File: src/rtl/uswc_defs.vh
`ifndef USWC_DEFS_VH
`define USWC_DEFS_VH

// Mode codes on the request ports
`define USWC_MODE_PHY_ON 1'b0
`define USWC_MODE_PHY_OFF 1'b1

// Sequencer state codes, one-hot
`define USWC_ST_RUN 6'h01
`define USWC_ST_ENTER 6'h02
`define USWC_ST_SUSP_ON 6'h04
`define USWC_ST_SUSP_OFF 6'h08
`define USWC_ST_WAKE 6'h10
`define USWC_ST_RELEASE 6'h20

// Bit position of each state in the one-hot code
`define USWC_SB_RUN 0
`define USWC_SB_ENTER 1
`define USWC_SB_SUSP_ON 2
`define USWC_SB_SUSP_OFF 3
`define USWC_SB_WAKE 4
`define USWC_SB_RELEASE 5

// PLL lock settle time in ns and its cycle count at 100 MHz
`define USWC_CLK_NS 10
`define USWC_PLL_SETTLE_NS 1000
`define USWC_PLL_SETTLE_CYC ((`USWC_PLL_SETTLE_NS + `USWC_CLK_NS - 1) / `USWC_CLK_NS)

// Wake source bit positions
`define USWC_WK_DP 0
`define USWC_WK_DM 1
`define USWC_WK_ROLE 2
`define USWC_WK_SUPERSPEED_RECEIVE_PAIR 3
`define USWC_WK_VBUS 4
`define USWC_WK_CTS 5
`define USWC_WK_CTL0 6
`define USWC_WK_RST 7
`define USWC_WK_N 8
// Sources that wake on a level; the rest wake on any change
`define USWC_WK_LEVEL_MASK 8'hf8

`endif

File: src/rtl/uswc_suspend_ctrl.v
// How it works
// - PHY-on suspend keeps SuperSpeed PHY in U3 on own clock, others stopped.
// - PHY-off suspend disables PHY, suspends USB, stops clocks and PLLs.
// - All I/O pins hold level and configuration during either suspend.
// - PHY-off suspend keeps USB interface state unchanged.
// - Registers, buffer memory and RAM contents preserved in suspend.
// - Non-reset wake leaves the processor program counter unchanged.
// - Embedded firmware may request either suspend mode.
// - External processor may request suspend through mailbox write.
// - Wake on D+, D-, role-ID, SS resume, VBUS, CTS, control0, reset.
// - Wake by reset pin resets processor instead of resuming.
`include "uswc_defs.vh"

module uswc_suspend_ctrl #(
  parameter SETTLE = `USWC_PLL_SETTLE_CYC
) (
  input wire clk,
  input wire rst,
  input wire fwSuspendReq,
  input wire fwSuspendMode,
  input wire mboxSuspendReq,
  input wire mboxSuspendMode,
  input wire dPlus,
  input wire dMinus,
  input wire usbRoleIdPin,
  input wire superspeedReceiveResume,
  input wire vbusDetect,
  input wire uartCts,
  input wire ctsWakePolarity,
  input wire parallelPortControl0,
  input wire resetPin_n,
  input wire pllLocked,
  output reg suspendPhyOn,
  output reg suspendPhyOff,
  output reg phyEnable,
  output reg phyU3,
  output reg usbSuspend,
  output reg usbStateHold,
  output reg coreClockEnable,
  output reg pllEnable,
  output reg ioHold,
  output reg memRetain,
  output reg cpuHalt,
  output reg cpuPcReset,
  output wire wakeRequest,
  output reg [`USWC_WK_N-1:0] wakeCause
);
  reg [5:0] state;
  reg [5:0] next_state;
  reg mode;
  reg byReset;
  reg [15:0] settleCnt;
  wire arm;
  wire [`USWC_WK_N-1:0] pinLevel;
  wire [`USWC_WK_N-1:0] pinActive;
  wire [`USWC_WK_N-1:0] wakeSync;
  wire wakeRaw;
  wire reqAny;

  // State bit positions, one per one-hot state
  localparam B_RUN = `USWC_SB_RUN;
  localparam B_ENTER = `USWC_SB_ENTER;
  localparam B_ON = `USWC_SB_SUSP_ON;
  localparam B_OFF = `USWC_SB_SUSP_OFF;
  localparam B_WAKE = `USWC_SB_WAKE;
  localparam B_REL = `USWC_SB_RELEASE;

  assign reqAny = fwSuspendReq | mboxSuspendReq;
  assign arm = state[B_ON] | state[B_OFF];

  // Raw pins: the detector synchronises them itself
  assign pinLevel[`USWC_WK_DP] = dPlus;
  assign pinLevel[`USWC_WK_DM] = dMinus;
  assign pinLevel[`USWC_WK_ROLE] = usbRoleIdPin;
  assign pinLevel[`USWC_WK_SUPERSPEED_RECEIVE_PAIR] = superspeedReceiveResume;
  assign pinLevel[`USWC_WK_VBUS] = vbusDetect;
  assign pinLevel[`USWC_WK_CTS] = uartCts ~^ ctsWakePolarity;
  assign pinLevel[`USWC_WK_CTL0] = parallelPortControl0;
  assign pinLevel[`USWC_WK_RST] = ~resetPin_n;
  // Lines and role ID wake on any change; the rest on level
  assign pinActive = `USWC_WK_LEVEL_MASK;

  uswc_wake_detect #(
    .N(`USWC_WK_N)
  ) uDetect (
    .clk(clk),
    .rst(rst),
    .arm(arm),
    .pinLevel(pinLevel),
    .pinActive(pinActive),
    .wakeRaw(wakeRaw),
    .wakeSync(wakeSync)
  );

  // Raw request restarts the oscillator before any clock edge
  assign wakeRequest = wakeRaw;

  always @* begin
    next_state = state;
    case (state)
      `USWC_ST_RUN: begin
        // Transactions in flight are the requester's problem
        if (reqAny)
          next_state = `USWC_ST_ENTER;
      end
      `USWC_ST_ENTER: begin
        if (mode == `USWC_MODE_PHY_OFF)
          next_state = `USWC_ST_SUSP_OFF;
        else
          next_state = `USWC_ST_SUSP_ON;
      end
      `USWC_ST_SUSP_ON, `USWC_ST_SUSP_OFF: begin
        if (|wakeSync)
          next_state = `USWC_ST_WAKE;
      end
      `USWC_ST_WAKE: begin
        if (pllLocked && settleCnt == 16'h0000)
          next_state = `USWC_ST_RELEASE;
      end
      `USWC_ST_RELEASE: next_state = `USWC_ST_RUN;
      default: next_state = `USWC_ST_RUN;
    endcase
  end

  always @(posedge clk) begin
    if (rst) begin
      state <= `USWC_ST_RUN;
      mode <= `USWC_MODE_PHY_ON;
      byReset <= 1'b0;
      settleCnt <= 16'h0000;
      wakeCause <= {`USWC_WK_N{1'b0}};
    end else begin
      state <= next_state;
      if (state[B_RUN] && reqAny)
        mode <= fwSuspendReq ? fwSuspendMode : mboxSuspendMode;
      if (arm && (|wakeSync)) begin
        wakeCause <= wakeSync;
        byReset <= wakeSync[`USWC_WK_RST];
        settleCnt <= SETTLE[15:0];
      end else if (state[B_WAKE] && pllLocked && settleCnt != 16'h0000)
        settleCnt <= settleCnt - 16'h0001;
      else if (state[B_WAKE] && !pllLocked)
        settleCnt <= SETTLE[15:0];
    end
  end

  // Registered control outputs
  always @(posedge clk) begin
    if (rst) begin
      suspendPhyOn <= 1'b0;
      suspendPhyOff <= 1'b0;
      phyEnable <= 1'b1;
      phyU3 <= 1'b0;
      usbSuspend <= 1'b0;
      usbStateHold <= 1'b0;
      coreClockEnable <= 1'b1;
      pllEnable <= 1'b1;
      ioHold <= 1'b0;
      memRetain <= 1'b0;
      cpuHalt <= 1'b0;
      cpuPcReset <= 1'b0;
    end else begin
      suspendPhyOn <= next_state[B_ON];
      suspendPhyOff <= next_state[B_OFF];
      phyEnable <= ~next_state[B_OFF];
      phyU3 <= next_state[B_ON];
      usbSuspend <= next_state[B_OFF];
      usbStateHold <= next_state[B_OFF];
      // Only the PHY's own clock survives PHY-on suspend
      coreClockEnable <= ~(next_state[B_ON] |
        next_state[B_OFF]);
      pllEnable <= ~next_state[B_OFF];
      ioHold <= next_state[B_ENTER] | next_state[B_ON] |
        next_state[B_OFF] | next_state[B_WAKE];
      // Retention held until clocks are back
      memRetain <= ~(next_state[B_RUN] | next_state[B_REL]);
      cpuHalt <= ~(next_state[B_RUN] | next_state[B_REL]);
      // Program counter untouched unless the reset pin woke us
      cpuPcReset <= next_state[B_REL] & byReset;
    end
  end
endmodule // uswc_suspend_ctrl

File: src/rtl/uswc_wake_detect.v
`include "uswc_defs.vh"

// Wake sensing that needs no running clocks: pins pass a two-stage
// synchroniser only for the flag output, the wake level is raw so the
// analogue always-on domain can restart the oscillator.
module uswc_wake_detect #(
  parameter N = `USWC_WK_N
) (
  input wire clk,
  input wire rst,
  input wire arm,
  input wire [N-1:0] pinLevel,
  input wire [N-1:0] pinActive,
  output wire wakeRaw,
  output reg [N-1:0] wakeSync
);
  reg [N-1:0] stage1;
  reg [N-1:0] entryLevel;
  wire [N-1:0] hit;

  genvar i;
  generate
    for (i = 0; i < N; i = i + 1) begin : gSrc
      // Edge sources compare with the level frozen at arm time
      assign hit[i] = pinActive[i] ? pinLevel[i] :
        (pinLevel[i] ^ entryLevel[i]);
    end
  endgenerate

  // Nothing but the second stage reads the first
  always @(posedge clk) begin
    if (rst) begin
      stage1 <= {N{1'b0}};
      wakeSync <= {N{1'b0}};
    end else begin
      stage1 <= {N{arm}} & hit;
      wakeSync <= stage1;
    end
  end

  // Reference captured while clocks still run, before suspend
  always @(posedge clk) begin
    if (rst)
      entryLevel <= {N{1'b0}};
    else if (!arm)
      entryLevel <= pinLevel;
  end

  assign wakeRaw = arm & (|hit);
endmodule // uswc_wake_detect

File: config.mk
export PLATFORM = sky130hd
export DESIGN_NAME = uswc_suspend_ctrl
export DESIGN_NICKNAME = d
export VERILOG_FILES = /design/src/rtl/uswc_suspend_ctrl.v /design/src/rtl/uswc_wake_detect.v
export VERILOG_INCLUDE_DIRS = /design/src /design/src/rtl
export SDC_FILE = /design/constraint.sdc
export NUM_CORES = 1
export LEC_CHECK = 0
export BUFFER_PORTS_ARGS = -buffer_cell sky130_fd_sc_hd__buf_2
export CAP_MARGIN = 40
export CORE_UTILIZATION = 56
export DETAILED_ROUTE_END_ITERATION = 10
export HOLD_SLACK_MARGIN = 0.12
export PLACE_DENSITY = 0.79
export SLEW_MARGIN = 40
export SYNTH_ARGS = -nofsm -noshare
export SYNTH_HDL_FRONTEND = slang
export SYNTH_SLANG_ARGS = --single-unit
File: constraint.sdc
create_clock -name clk -period 2.5 [get_ports clk]
set_clock_uncertainty 0.15 [all_clocks]
set_input_delay 0.5 -clock clk [delete_from_list [all_inputs] [get_ports clk]]
set_output_delay 0.5 -clock clk [all_outputs]
set_load 0.005 [all_outputs]
==> results.toml <==
[sta]
fin_crit_sh_pct = 93.0
timing.slew.headroom_pct = 64.1
fmaxAchievable_mhz = 430
setup_viol_count_final = 0
report.final.hold_viol_count = 0
rsz_0062_raised_after_global_routing = "false"
timing.final.crit_period_ns = 2.33
tightest_pin_transition_ns = 0.538
slew_violations = 0
finalSetupTns_ns = 0

[die]
floorplan_row_count = 23
coreArea_sq_um = 4090
design.die.area_sq_um = 4640
initial_utilization_pct = 59.9
num_io_pins = 37
die_width_um = 68.1
floorplan.die.height_um = 68.1

[cts]
holdBufCountCts = 0
post_cts_buffers = 0
clockRootBuffer = "clkbuf_8"
post_cts.resized_instances = 0
numCtsBuffers = 5
cts_max_level = 2
maximum_number_of_buffers_from_clock_root_to_sink = 2
clock_net_sink_count = 55
cts_tree = "done"
cts.reportedPaths.clkPinSlew_ns = 0.10
clk_latency_ns = 0.32

[critical_path]
critPathCaptureType = "register"
wp_data_arrival_ns = 2.40
critical_path.slowest_cell = "or4_1"
crit_chain = "or4_1 -> or4_4 -> and2_4 -> a311oi_1"
start_kind = "register"
worstPathRequired_ns = 2.58
crit_path_max_fanout = 8
timing.setup.critical_path_class = "register to register"
slowest_delay_ns = 0.65

[power_and_ir_drop]
vdd.ir_drop.worst_mv = 0.378
powerDensity_nw_per_um2 = 550
leakage_uw = 0.00112

[synth]
avgSynthCellArea_sq_um = 8.80
netlist.area_leader.share_pct = 45.0
yosys_warnings = 0
synthCells = 278
seq_total_area_yosys_pct = 45.0
syn_area_sq_um = 2450
postSynth.topFlopCell = "dfxtp_1"
ys_top_cells_by_area = "dfxtp_1 (45%), nand2_1 (4.9%), a21oi_1 (3.5%), and3_1 (2.8%), a31oi_1 (2.6%)"
flip_flop_and_latch_count_after_synthesis = 55
netlist.top_cell.by_area = "dfxtp_1"
synth_fp_nets = 296
asyncSetResetFlopFracSynth_pct = 0
synth.lib_cells_used.distinct = 52
synth-edff-count = 0

[hold_path]
type_of_the_worst_min_delay_path = "input pin to register"

[placed_design]
gp_routability_congestion = 0.900
dpl.cell_count = 351
io_buf_count = 36
dp.final_hpwl_mm = 3.76

[routing]
drt_first_pass_iters = 4
routed_wirelength_mm = 5.17
avgRoutedWirePerCell_um = 14.4
drt_iter0_drc = 207
via_count = 2150
avgViaCountPerCell = 5.99
antenna_violating_nets_post_route = 0
post-route-drc-count = 0

[layout]
drive_above_1_share_pct = 20.7
area_delta_synth_final_pct = 11.7
final-instance-count-excl-fill = 359
num_antenna_cells = 0
nNetsFinal = 326

[job]
cap_viol_max_count = 0

[grt]
grt_pass1_vias = 1916
total_grt_overflow = 0
globalRouteTotalUtil_pct = 24.9
grt_pass1_wl_mm = 8.63
grt_start_max_net_pins = 26
antenna_found_initial = 0

[outcome]
run_status = "complete, no violations"
## registers in the layout, summed over array words and instances, names as in the netlist, 3 cells and up
| name | flops |
|---|---|
| settleCnt | 16 |
| uDetect.entryLevel | 3 |
| wakeCause | 8 |
| uDetect.wakeSync | 8 |
| state | 6 |
| uDetect.stage1 | 8 |
## path summary, 6_finish.rpt
path | end | cells after the start | slack [ns] | startpoint
setup / recovery | settleCnt[14]$_SDFFE_PP0P_ | 4 | 0.17 | settleCnt[11]$_SDFFE_PP0P_
hold reg to reg | uDetect.wakeSync[5]$_SDFF_PP0_ | 1 | 0.29 | uDetect.stage1[5]$_SDFF_PP0_
setup reg to reg | settleCnt[14]$_SDFFE_PP0P_ | 4 | 0.17 | settleCnt[11]$_SDFFE_PP0P_
hold / removal | uDetect.stage1[7]$_SDFF_PP0_ | 2 | 0.20 | resetPin_n
## logic make-up after synthesis
group | synth area share (%)
and+or+nand+nor | 26.3
AOI/OAI and AO/OA | 18.6
DFF | 45.0
buffers and inverters | 6.50
xor gates and xnor gates | 2.15
adders and majority gates | 1.02
muxes | 0.409
## worst max-delay path, delay by kind of cell (launching register included)
family | cells | cell delay [ns]
compound gates | 1 | 0.26
flops | 1 | 0.38
simple gates | 3 | 1.44
## synth_stat cells, types with 3 or more instances
| master | n |
|---|---|
| a41oi_1 | 3 |
| nor2b_1 | 8 |
| nand3_1 | 8 |
| and2_1 | 4 |
| nand2_1 | 32 |
| nor2_1 | 15 |
| clkbuf_1 | 15 |
| xnor2_1 | 4 |
| o21ai_0 | 7 |
| a31oi_1 | 10 |
| buf_4 | 6 |
| a311oi_1 | 5 |
| nand2b_1 | 4 |
| dfxtp_1 | 55 |
| nor4_1 | 7 |
| a21oi_1 | 17 |
| inv_1 | 8 |
| and3_1 | 11 |
| or4_1 | 6 |
| o211ai_1 | 3 |
| nor3_1 | 7 |
| o311ai_0 | 4 |
## layout by cell type, fill, tap and decap left out, types with 2 or more instances in the layout
cell type / instances
a21oi_1: 17
a311oi_1: 5
a31o_2: 2
a31oi_1: 10
a32oi_1: 2
a41oi_1: 3
and2_1: 4
and3_1: 11
buf_2: 36
buf_4: 11
clkbuf_8: 5
clkinv_4: 2
dfxtp_1: 55
ha_1: 2
inv_1: 8
nand2_1: 32
nand2b_1: 4
nand3_1: 8
nor2_1: 15
nor2b_1: 8
nor3_1: 7
nor4_1: 7
nor4b_1: 2
o211ai_1: 3
o21ai_0: 7
o311ai_0: 4
or2_2: 2
or3_1: 2
or4_1: 6
or4_4: 2
xnor2_1: 4
xor2_1: 2
## power by group
| part | leakage [uW] | internal (uW) | total (uW) | switching (uW) |
|---|---|---|---|---|
| Clock | 0.0000454 | 202 | 492 | 291 |
| Combinational | 0.000627 | 47.4 | 107 | 59.7 |
| Sequential | 0.000445 | 893 | 905 | 11.6 |
## layout make-up
type	instances	area [sq um]
Tap cell	50	62.6
Clock buffer	6	72.6
Sequential cell	55	1100
Timing Repair Buffer	47	263
Fill cell	373	1350
Inverter	8	30.0
Multi-Input combinational cell	191	1190
Clock inverter	2	17.5
## metal layers
metal | GRT usage (%) | up-vias | routed length [um]
met4 | 9.64 | 0 | 90
met3 | 5.67 | 10 | 288
met2 | 40.1 | 63 | 2420
li1 | - | 1071 | -
met1 | 32.0 | 1006 | 2370
met5 | 0 | - | 0
## per-stage QoR
step	power [uW]	hold WS [ns]	setup slack, ns	util (%)	instance area [sq um]
2_1_floorplan	993	0.264	0.227	-	2450
3_3_place_gp	1030	0.266	0.134	64.7	2640
3_5_place_dp	1030	0.273	0.0759	64.7	2640
4_1_cts	1520	0.187	0.170	66.9	2730
5_1_grt	1560	0.203	0.0629	66.9	2730
6_report	1500	0.196	0.175	66.9	2730
Note: power is estimated with default switching activity, not from simulation.
